**src/csc_consts.svh**
```systemverilog
// register offsets, field positions, reset values and timing counts for the conversion control block
`ifndef CSC_CONSTS_SVH
`define CSC_CONSTS_SVH
`define CSC_IDX_ONE_SHOT      8'h01
`define CSC_IDX_RANGE         8'h02
`define CSC_IDX_POWER_DOWN    8'h03
`define CSC_RST_ONE_SHOT      8'h02
`define CSC_RST_RANGE         8'h22
`define CSC_RST_POWER_DOWN    8'h00
`define CSC_BIT_TRIGGER       0
`define CSC_BIT_MODE_ENABLE   1
`define CSC_LSB_CH1_RANGE     0
`define CSC_LSB_CH2_RANGE     4
`define CSC_BIT_CH1_PD        1
`define CSC_BIT_CH2_PD        2
`define CSC_WAIT_STATES       1
`endif

```
**src/csc_pkg.sv**
```systemverilog
// types shared by the conversion control block
package csc_pkg;
  typedef enum logic [2:0] {
    CSC_IDLE  = 3'b001,
    CSC_START = 3'b010,
    CSC_BUSY  = 3'b100
  } csc_conv_state_t;

  typedef enum logic [1:0] {
    CSC_FS_5PF  = 2'h0,
    CSC_FS_10PF = 2'h1,
    CSC_FS_20PF = 2'h2
  } csc_full_scale_t;

  typedef struct packed {
    logic            waitrequest;
    logic [31:0]     readdata;
    logic            one_shot_mode_enable;
    logic            one_shot_trigger;
    logic [1:0]      ch1_full_scale_select;
    logic [1:0]      ch2_full_scale_select;
    logic            ch1_power_down;
    logic            ch2_power_down;
    csc_conv_state_t conv_state;
    logic            conv_start;
    logic            ch1_convert;
    logic            ch2_convert;
    csc_full_scale_t ch1_full_scale;
    csc_full_scale_t ch2_full_scale;
  } csc_state_t;
endpackage : csc_pkg

```
**src/csc_conversion_control.sv**
```systemverilog
// single-conversion trigger, range select and channel power-down registers behind an avalon-mm slave
`timescale 1ns/1ps
`include "csc_consts.svh"

module csc_conversion_control #(
  parameter int ADDR_W = 4    // byte address width
) (
  input  wire logic              ref_clk,        // 50 mhz system clock
  input  wire logic              reset,          // synchronous, active high
  input  wire logic [ADDR_W-1:0] address,        // avalon byte address
  input  wire logic              read,           // avalon read request
  input  wire logic              write,          // avalon write request
  input  wire logic [3:0]        byteenable,     // avalon byte lanes
  input  wire logic [31:0]       writedata,      // avalon write data
  output logic [31:0]            readdata,       // avalon read data
  output logic                   waitrequest,    // avalon stall, low marks the answer
  input  wire logic              conv_done,      // front end finished the conversion, pulse
  output logic                   conv_start,     // one-cycle start to the front end
  output logic                   ch1_convert,    // channel 1 takes part in this conversion
  output logic                   ch2_convert,    // channel 2 takes part in this conversion
  output logic                   ch1_power_down, // channel 1 analog power-down
  output logic                   ch2_power_down, // channel 2 analog power-down
  output logic [1:0]             ch1_full_scale, // 0 5pf, 1 10pf, 2 20pf
  output logic [1:0]             ch2_full_scale  // 0 5pf, 1 10pf, 2 20pf
);

  generate
    if (ADDR_W < 4) begin : g_addr_check
      $error("ADDR_W must be at least 4 to reach all registers");
    end
    // the register index is eight bits wide, so wider addresses cannot be decoded
    if (ADDR_W > 8) begin : g_addr_max_check
      $error("ADDR_W must be at most 8");
    end
  endgenerate

  csc_pkg::csc_state_t state;
  csc_pkg::csc_state_t next_state;

  // word index times four gives the byte address
  function automatic logic csc_hit(input logic [ADDR_W-1:0] addr, input logic [7:0] idx);
    logic [ADDR_W+1:0] byte_addr;
    byte_addr = {idx[ADDR_W-1:0], 2'b00};
    csc_hit = (addr == byte_addr[ADDR_W-1:0]);
  endfunction : csc_hit

  // both 10 and 11 select the largest range
  function automatic csc_pkg::csc_full_scale_t csc_decode(input logic [1:0] code);
    if (code[1]) begin
      csc_decode = csc_pkg::CSC_FS_20PF;
    end else if (code[0]) begin
      csc_decode = csc_pkg::CSC_FS_10PF;
    end else begin
      csc_decode = csc_pkg::CSC_FS_5PF;
    end
  endfunction : csc_decode

  logic       bus_req;
  logic       wr_take;
  logic       any_channel;
  logic [7:0] rst_one_shot;
  logic [7:0] rst_range;
  logic [7:0] rst_pd;

  assign rst_one_shot = `CSC_RST_ONE_SHOT;
  assign rst_range    = `CSC_RST_RANGE;
  assign rst_pd       = `CSC_RST_POWER_DOWN;
  assign bus_req      = read | write;
  // write lands only at the edge where waitrequest is seen low
  assign wr_take      = write & ~state.waitrequest & byteenable[0];
  assign any_channel  = ~state.ch1_power_down | ~state.ch2_power_down;

  always_comb begin
    next_state = state;
    next_state.conv_start = 1'b0;

    // one wait state, then answer; registered readdata lines up with it
    next_state.waitrequest = ~(bus_req & state.waitrequest);
    next_state.readdata    = 32'h0000_0000;
    if (read & state.waitrequest) begin
      if (csc_hit(address, `CSC_IDX_ONE_SHOT)) begin
        next_state.readdata[`CSC_BIT_TRIGGER]     = state.one_shot_trigger;
        next_state.readdata[`CSC_BIT_MODE_ENABLE] = state.one_shot_mode_enable;
      end else if (csc_hit(address, `CSC_IDX_RANGE)) begin
        next_state.readdata[`CSC_LSB_CH1_RANGE +: 2] = state.ch1_full_scale_select;
        next_state.readdata[`CSC_LSB_CH2_RANGE +: 2] = state.ch2_full_scale_select;
      end else if (csc_hit(address, `CSC_IDX_POWER_DOWN)) begin
        next_state.readdata[`CSC_BIT_CH1_PD] = state.ch1_power_down;
        next_state.readdata[`CSC_BIT_CH2_PD] = state.ch2_power_down;
      end
    end

    if (wr_take) begin
      if (csc_hit(address, `CSC_IDX_ONE_SHOT)) begin
        next_state.one_shot_mode_enable = writedata[`CSC_BIT_MODE_ENABLE];
        // a pending trigger can be neither cancelled nor restarted
        if (!state.one_shot_trigger && writedata[`CSC_BIT_TRIGGER] && writedata[`CSC_BIT_MODE_ENABLE]) begin
          next_state.one_shot_trigger = 1'b1;
        end
      end else if (csc_hit(address, `CSC_IDX_RANGE)) begin
        next_state.ch1_full_scale_select = writedata[`CSC_LSB_CH1_RANGE +: 2];
        next_state.ch2_full_scale_select = writedata[`CSC_LSB_CH2_RANGE +: 2];
      end else if (csc_hit(address, `CSC_IDX_POWER_DOWN)) begin
        next_state.ch1_power_down = writedata[`CSC_BIT_CH1_PD];
        next_state.ch2_power_down = writedata[`CSC_BIT_CH2_PD];
      end
    end

    next_state.ch1_full_scale = csc_decode(state.ch1_full_scale_select);
    next_state.ch2_full_scale = csc_decode(state.ch2_full_scale_select);

    case (state.conv_state)
      csc_pkg::CSC_IDLE: begin
        if (state.one_shot_trigger && state.one_shot_mode_enable) begin
          if (any_channel) begin
            next_state.conv_state  = csc_pkg::CSC_START;
            next_state.conv_start  = 1'b1;
            next_state.ch1_convert = ~state.ch1_power_down;
            next_state.ch2_convert = ~state.ch2_power_down;
          end else begin
            // nothing to convert, so the conversion ends at once
            next_state.one_shot_trigger = 1'b0;
          end
        end
      end
      csc_pkg::CSC_START: begin
        next_state.conv_state = csc_pkg::CSC_BUSY;
      end
      csc_pkg::CSC_BUSY: begin
        // done before start-plus-one is not expected from the front end
        if (conv_done) begin
          next_state.conv_state       = csc_pkg::CSC_IDLE;
          next_state.one_shot_trigger = 1'b0;
          next_state.ch1_convert      = 1'b0;
          next_state.ch2_convert      = 1'b0;
        end
      end
      default: begin
        next_state.conv_state = csc_pkg::CSC_IDLE;
      end
    endcase

    if (reset) begin
      next_state.waitrequest           = 1'b1;
      next_state.readdata              = 32'h0000_0000;
      next_state.one_shot_trigger      = rst_one_shot[`CSC_BIT_TRIGGER];
      next_state.one_shot_mode_enable  = rst_one_shot[`CSC_BIT_MODE_ENABLE];
      next_state.ch1_full_scale_select = rst_range[`CSC_LSB_CH1_RANGE +: 2];
      next_state.ch2_full_scale_select = rst_range[`CSC_LSB_CH2_RANGE +: 2];
      next_state.ch1_power_down        = rst_pd[`CSC_BIT_CH1_PD];
      next_state.ch2_power_down        = rst_pd[`CSC_BIT_CH2_PD];
      next_state.conv_state            = csc_pkg::CSC_IDLE;
      next_state.conv_start            = 1'b0;
      next_state.ch1_convert           = 1'b0;
      next_state.ch2_convert           = 1'b0;
      next_state.ch1_full_scale        = csc_decode(rst_range[`CSC_LSB_CH1_RANGE +: 2]);
      next_state.ch2_full_scale        = csc_decode(rst_range[`CSC_LSB_CH2_RANGE +: 2]);
    end
  end

  always_ff @(posedge ref_clk) begin
    state <= next_state;
  end

  assign readdata       = state.readdata;
  assign waitrequest    = state.waitrequest;
  assign conv_start     = state.conv_start;
  assign ch1_convert    = state.ch1_convert;
  assign ch2_convert    = state.ch2_convert;
  assign ch1_power_down = state.ch1_power_down;
  assign ch2_power_down = state.ch2_power_down;
  assign ch1_full_scale = state.ch1_full_scale;
  assign ch2_full_scale = state.ch2_full_scale;
endmodule : csc_conversion_control

```
**config.mk**
```make
export PLATFORM = sky130hd
export DESIGN_NAME = csc_conversion_control
export DESIGN_NICKNAME = d
export VERILOG_FILES = /design/src/csc_pkg.sv /design/src/csc_conversion_control.sv
export VERILOG_INCLUDE_DIRS = /design/src
export SDC_FILE = /design/constraint.sdc
export NUM_CORES = 1
export LEC_CHECK = 0
export BUFFER_PORTS_ARGS = -buffer_cell sky130_fd_sc_hd__buf_2
export CAP_MARGIN = 20
export CORE_MARGIN = 2
export CORE_UTILIZATION = 40
export DETAILED_ROUTE_END_ITERATION = 6
export HOLD_SLACK_MARGIN = 0.08
export PLACE_DENSITY = 0.77
export SYNTH_ARGS = -nofsm -noshare
export SYNTH_HDL_FRONTEND = slang
export SYNTH_SLANG_ARGS = --single-unit
```
**constraint.sdc**
```tcl
create_clock -name ref_clk -period 1.8 [get_ports ref_clk]
set_clock_uncertainty 0.1 [all_clocks]
set_input_delay 0.36 -clock ref_clk [delete_from_list [all_inputs] [get_ports ref_clk]]
set_output_delay 0.36 -clock ref_clk [all_outputs]
set_load 0.03 [all_outputs]
```
# == Word-level counts from Yosys, hierarchy flattened ==
# Cells that the tools add are included.
# totals
register_bits,51
latchBits,0
mem_bits_rw,0
romBits,0
in_bits,45
out_inout_bits,42
elab_cells,81
mem_count,0
# op_classes
add_sub_neg,0
n_mul,0
div_mod_pow,0
order_cmp,0
eq_ne,9
shift,0
muxes,23
bitwise,16
n_reduce_logical,16
# op_table
operator,count
two-way mux 6 bit,3
two-way mux 2 bit,5
NOT 1 bit,10
two-way mux 1 bit,9
case mux 3 bit (3 select lines),1
"== test 4 bit, second input constant",2
AND reduction 4 bit,2
two-way mux 7 bit,1
"!= test 2 bit, second input constant",3
AND reduction 3 bit,2
OR reduction 2 bit,3
OR reduction 5 bit,1
AND 1 bit,4
"== test 4 x 3 -> 1 bit, second input constant",1
two-way mux 4 bit,1
case mux 2 bit (2 select lines),1
OR reduction 4 bit,1
"== test 3 x 1 -> 1 bit, second input constant",1
"== test 3 x 2 -> 1 bit, second input constant",1
"== test 3 bit, second input constant",1
logical AND 1 bit,3
two-way mux 3 bit,1
OR reduction 3 bit,1
bitwise OR 1 bit,2
4 further kinds,4

# == Logic depth before layout (Yosys ltp) ==
# Gate-level depths: netlist (run 1).
# depth
depth_word,9
mapped_depth,4
mapped_depth_nobuf,3

# == Least setup slack after synthesis (run 1) ==
# Ideal clock, no wire load.
# synth_timing
kind,register -> register
from,reg state (netlist bit waitrequest)
to,reg state[13] (netlist bit)
setup_time_ns,0.123
t_arrival_ns,1.127
required_time_ns,1.577
slack_ns,0.450
stages_incl_launch_ff,5
path_buffers,1
synth_period_minus_slack_ns,1.350
cell_sequence,dfxtp_1 -> and3b_1 -> and3_1 -> clkbuf_2 -> mux2i_1
# synth_via
elab_chain_cells,4
# synth_rtl
element,line,source
from (decl),csc_conversion_control.sv:37,csc_pkg::csc_state_t state;
from (signal assigned),csc_conversion_control.sv:162,state <= next_state;
NOT 1 bit,csc_conversion_control.sv:70,assign wr_take = write & ~state.waitrequest & byteenable[0];
AND 1 bit (2 in series),csc_conversion_control.sv:70,
AND reduction 3 bit (no source line),--,
# No other way between the ends.
# A chain may end at the register's enable or synchronous reset.

# == Worst setup path after layout (run 1) ==
# layout_timing
from,reg state (netlist bit ch1_power_down)
to,out ch1_power_down
# layout_rtl
element,line,source
to (decl),csc_conversion_control.sv:21,"output logic ch1_power_down,"
# No word-level cell between the ends.

==> run summary, run 1 <==
post-DR wirelength/cell -> 10.6 um
Max Fclk -> 700 MHz
per-instance average area after synthesis -> 9.24 sq um
crit path time final -> 1.43 ns
CTS Hold Buffers Added -> 0
worst hold slack after final layout -> 0.154 ns
clock edge transition at the registers on the reported setup and hold paths -> 0.13 ns
count of different cell masters after synthesis -> 32
placement row count -> 19
y dimension of the die -> 58.4 um
remaining antenna violation count after routing -> 0
Fill cells -> 285
share of the core filled with cells -> 0.445
CP Buf/Inv Count -> 1
outcome -> complete, no violations
Routed met1 length -> 746 um
Port Buffer Count -> 29
fin. max-slew vios -> 0
clock buffer count from CTS -> 3
CTS root buf -> clkbuf_4
Antenna Cells -> 0
Pre-Repair DR Iteration Count -> 3
vias in the first global route -> 789
Mapped Cells -> 128
cell types occupying the most area after synthesis -> dfxtp_1 (41%), buf_4 (23%), mux2i_1 (5.1%)
fraction of final layout cells with drive strength greater than 1 -> 0.248
buffer levels on the longest clock path -> 2
Worst path top cell family by delay -> flip-flops
area growth from synthesis to layout -> 4.66%
Power Total -> 1.05 mW
Critical-path top delay cell -> dfxtp_1
register area share after synthesis -> 0.406
hold violation total from the final report -> 0
via density per instance -> 4.51
Iter 0 DRT Violations -> 6
cell area after synthesis -> 0.00118 sq mm
number of warning messages in the yosys log -> 0
largest fanout on the critical path -> 5
path type of the worst min-delay path -> input port to register
maximum number of pins on one net before global-route repair -> 15
dominant register cell in the synthesized netlist -> dfxtp_1
wire length of the first global-routing pass -> 3190 um
most area-hungry cell type in the Yosys netlist -> dfxtp_1
series of cell instances along the critical path -> buf_2
Residual DRC -> 0
period utilization -> 0.793
setup violation total in the final timing report -> 0
stage delay of the slowest cell on the critical path -> 0.42 ns
H-tree levels -> 1
horizontal die dimension -> 58.4 um
wire length after detailed routing -> 1900 um
number of synthesized flops with an enable pin -> 0
worst skew pair latency -> 0.31 ns
final estimated routing congestion in global placement -> 0.842
kind of critical path -> register to primary output
met3 WL post-DR -> 126 um
overall die area -> 0.00341 sq mm
final net count -> 195
Total Routing Usage GR -> 0.120
Synth async-reset ratio -> 0
post-CTS setup buffer count -> 0
peak ir drop on the vdd network -> 702 uV
leak pwr -> 0.586 nW
sum of negative setup slack -> 0 ns
data required time of the worst path -> 1.34 ns
Resized cells post-CTS -> 0
unrepaired setup endpoints after global routing -> false
number of clock sinks -> 24
antenna violations before repair -> 0
launching element type of the critical path -> register
power per cell area -> 846 mW/mm^2
# Max-Cap Violations -> 0
kind of end point of the critical path -> primary output
CTS tree -> done
Placeable Area -> 0.00278 sq mm
arrival time of the worst setup path -> 0.97 ns
routed wire length on met2 -> 1030 um
vias after detailed routing -> 811
I/O pin total -> 87
synthesis-stage register bit count -> 24
placed wire-length estimate -> 1560 um
highest routing layer actually used -> met3
Initial Util -> 0.425
proportion of netlist area held by the largest area contributor -> 0.406
leftover overflow at the end of global routing -> 0
synth_stat cells, types with 2 or more instances:
library cell,count
a22oi_1,2
a31o_1,2
and2_1,3
and3_1,4
buf_4,36
dfxtp_1,24
inv_1,2
mux2i_1,6
nand2_1,9
nand3_1,2
nor2_1,12
nor2b_1,3
nor4_1,3
o21ai_0,2
routing by layer:
| metal | track usage | vias up |
|---|---|---|
| met4 | 0.0199 | 0 |
| met1 | 0.131 | 374 |
| li1 | - | 410 |
| met2 | 0.220 | 27 |
| met3 | 0.0484 | 0 |
| met5 | 0 | - |
through the flow:
stage	cell area, sq um	std cells	setup slack (ns)
2_1_floorplan	1280	154	0.450
4_1_cts	1240	180	0.363
3_3_place_gp	1180	176	0.333
3_5_place_dp	1180	176	0.315
5_1_grt	1240	180	0.305
6_report	1240	180	0.372
cells in the final DEF (no fill, tap or decap), drive strengths merged:
| cell | synthesis | final |
|---|---|---|
| o21bai | 1 | 1 |
| and3 | 4 | 4 |
| and2b | 1 | 1 |
| clkinv | 1 | 1 |
| nand4b | 1 | 1 |
| and4b | 1 | 1 |
| a21o | 1 | 1 |
| o21ai | 2 | 2 |
| nor4 | 3 | 3 |
| nor3b | 1 | 1 |
| nand2 | 9 | 9 |
| bufinv | 0 | 1 |
| a31o | 2 | 2 |
| nor2 | 12 | 12 |
| or3b | 1 | 1 |
| conb | 1 | 27 |
| and4 | 1 | 1 |
| a22oi | 2 | 2 |
| and3b | 1 | 1 |
| mux2i | 6 | 6 |
| clkbuf | 2 | 3 |
| a41oi | 1 | 1 |
| nand3 | 2 | 2 |
| inv | 2 | 2 |
| dfxtp | 24 | 24 |
| nor4bb | 1 | 1 |
| mux2 | 1 | 1 |
| and2 | 3 | 3 |
| nor2b | 3 | 3 |
| nor3 | 1 | 1 |
| a31oi | 1 | 1 |
| buf | 36 | 29 |
power by group:
group	internal, mW	switching [mW]
Sequential	0.534	0.00146
Clock	0.225	0.156
Combinational	0.0229	0.107
Total	0.782	0.264
kinds of logic (layout without fill, tap and decap cells):
family | Yosys count | after routing | synth area share
other cells | 1 | 27 | 0.00317
buf+inv | 41 | 36 | 0.245
mux | 7 | 7 | 0.0603
flops | 24 | 24 | 0.406
simple gates | 45 | 45 | 0.222
compound gates | 10 | 10 | 0.0624
final cells by class:
type | instances | area (sq um) | share of cell area
inverters | 3 | 11.3 | 0.00910
flip-flops and latches | 24 | 480 | 0.388
clock buffers | 3 | 22.5 | 0.0182
clock inverters | 1 | 30.0 | 0.0243
multi-input cells | 89 | 509 | 0.412
well taps | 31 | 38.8 | 0.0313
repair buffers | 29 | 145 | 0.117
sequential cells by signal (all words and copies together), names as in the netlist:
| register | count |
|---|---|
| state | 9 |
| ch2_convert | 1 |
| waitrequest | 1 |
| ch2_full_scale | 2 |
| conv_start | 1 |
| ch1_full_scale | 2 |
| ch1_power_down | 1 |
| ch1_convert | 1 |
| ch2_power_down | 1 |
| readdata | 5 |
path summary, 6_finish.rpt:
path                  start           endpoint  slack, ns  cells past startpoint
min reg2reg       state[13]  ch2_full_scale[1]       0.37                      2
max          ch1_power_down     ch1_power_down       0.37                      1
max reg2reg       state[17]        ch2_convert       0.39                      3
min                   write        waitrequest       0.15                      2
Power figures use the tool's default switching activity.
==> run 2, diff against run 1 <==
==> constraint.sdc (replaced) <==
create_clock -name ref_clk -period 1.33 [get_ports ref_clk]
set_clock_uncertainty 0.1 [all_clocks]
set_input_delay 0.266 -clock ref_clk [delete_from_list [all_inputs] [get_ports ref_clk]]
set_output_delay 0.266 -clock ref_clk [all_outputs]
set_load 0.03 [all_outputs]
==> run 2 against run 1 <==
Largest power group unchanged. Largest cell class unchanged. Via count rose by 5.8%. Total power up 38%. Sequential power grew 35%.
==> run summary, run 2 (synthesis gave the netlist of run 1 again) <==
leading cell types in the layout, fill and taps excluded -> conb_1 (27), buf_2 (27), dfxtp_1 (17), nor2_1 (11), nand2_1 (9)
overall die area -> 0.00341 sq mm (unchanged)
CTS tree -> done
wire length after detailed routing -> 2070 um (+9.1%)
maximum number of pins on one net before global-route repair -> 15 (unchanged)
launching element type of the critical path -> register
peak ir drop on the vdd network -> 846 uV (+21%)
final net count -> 206 (+5.6%)
met3 WL post-DR -> 154 um (+22%)
vias in the first global route -> 821 (+4.1%)
area growth from synthesis to layout -> 16.1%
Iter 0 DRT Violations -> 8 (+2)
number of clock sinks -> 24 (unchanged)
Placeable Area -> 0.00278 sq mm (unchanged)
period utilization -> 0.988
crit path time final -> 1.31 ns
kind of critical path -> register to register
worst skew pair latency -> 0.33 ns (+0.02 ns)
fraction of final layout cells with drive strength greater than 1 -> 0.363 (+0.114)
hold violation total from the final report -> 0 (unchanged)
fin. max-slew vios -> 0 (unchanged)
path type of the worst min-delay path -> input port to register
Max Fclk -> 761 MHz
# Max-Cap Violations -> 0 (unchanged)
post-DR wirelength/cell -> 10.9 um (+2.8%)
H-tree levels -> 1 (unchanged)
vias after detailed routing -> 858 (+5.8%)
buffer levels on the longest clock path -> 2 (unchanged)
placed cell count -> 184 (+4.5%)
Antenna Cells -> 0 (unchanged)
clock buffer count from CTS -> 3 (unchanged)
antenna violations before repair -> 0 (unchanged)
power per cell area -> 1050 mW/mm^2 (+24%)
leak pwr -> 0.643 nW (+9.7%)
final estimated routing congestion in global placement -> 0.873 (+3.7%)
highest routing layer actually used -> met4
non-filler instance count after layout -> 191 (+6.1%)
setup violation total in the final timing report -> 0 (unchanged)
Initial Util -> 0.425 (unchanged)
outcome -> complete, no violations
horizontal die dimension -> 58.4 um (unchanged)
Pre-Repair DR Iteration Count -> 3 (unchanged)
share of the core filled with cells -> 0.493 (+0.0486)
Port Buffer Count -> 29 (unchanged)
CTS root buf -> clkbuf_4
data required time of the worst path -> 1.46 ns (+0.12 ns)
clock edge transition at the registers on the reported setup and hold paths -> 0.13 ns (about the same)
Total Routing Usage GR -> 0.132 (+0.0120)
leftover overflow at the end of global routing -> 0 (unchanged)
arrival time of the worst setup path -> 1.45 ns (+0.48 ns)
placement row count -> 19 (unchanged)
kind of end point of the critical path -> register
unrepaired setup endpoints after global routing -> true
Routed met1 length -> 811 um (+8.7%)
number of flip-flops in the largest register -> 9 (unchanged)
wire length of the first global-routing pass -> 3500 um (+9.8%)
placed wire-length estimate -> 1650 um (+5.7%)
via density per instance -> 4.49 (-0.30%)
largest fanout on the critical path -> 4 (-1)
routed wire length on met2 -> 1080 um (+5.4%)
Residual DRC -> 0 (unchanged)
y dimension of the die -> 58.4 um (unchanged)
register with the most flip-flops -> state
remaining antenna violation count after routing -> 0 (unchanged)
I/O pin total -> 87 (unchanged)
[run 2: power breakdown]
group / total, mW / internal (mW) / switching [mW]
Combinational: 0.189 / 0.0417 / 0.147
Sequential: 0.721 / 0.719 / 0.00210
Clock: 0.532 / 0.305 / 0.226
Total: 1.44 / 1.07 / 0.376
[run 2: layout make-up]
class                   instances  area (sq um)
multi-input cells              89           523
inverters                       3          11.3
clock buffers                   3          22.5
fillers                       281          1410
repair buffers                 40           253
well taps                      31          38.8
clock inverters                 1          30.0
flip-flops and latches         24           494
[run 2: metrics by stage]
stage	worst slack (ns)	hold slack, ns	total power [mW]	cell area, sq um	setup TNS [ns]
after detailed placement	-0.0461	0.342	0.923	1250	-0.0952
after global placement	0.0112	0.330	0.920	1250	0
after global routing	-0.0247	0.0964	1.49	1370	-0.0906
after CTS	-0.000676	0.0817	1.44	1330	-0.000676
after floorplan	0.0256	0.259	0.941	1280	0
final	0.0165	0.0757	1.44	1370	0
[run 2: layer usage]
metal / up-vias / GRT usage
li1: 432 / -
met1: 392 / 0.163
met2: 30 / 0.225
met3: 4 / 0.0462
met4: 0 / 0.0233
met5: - / 0
[run 2: worst paths after layout]
check,startpoint,to,slack (ns),cells after the start
worst max-delay path,state[9],state[7],0.02,3
worst min-delay path,writedata[2],ch2_power_down,0.08,3
worst max register to register,state[9],state[7],0.02,3
worst min register to register,state[13],ch2_full_scale[1],0.37,2
[run 2: critical path, stage by stage (launching register included)]
cell	delay [ns]
dfxtp_2	0.34
nand4b_4	0.16
or3b_4	0.43
a21o_2	0.19
[run 2: repair_timing]
action,CTS,global route
hold endpoints to repair,1,0
resized for setup,6,11
buffers inserted,0,1
endpoints found under the setup margin,7,13
hold buffers,2,0
pin swaps,1,2
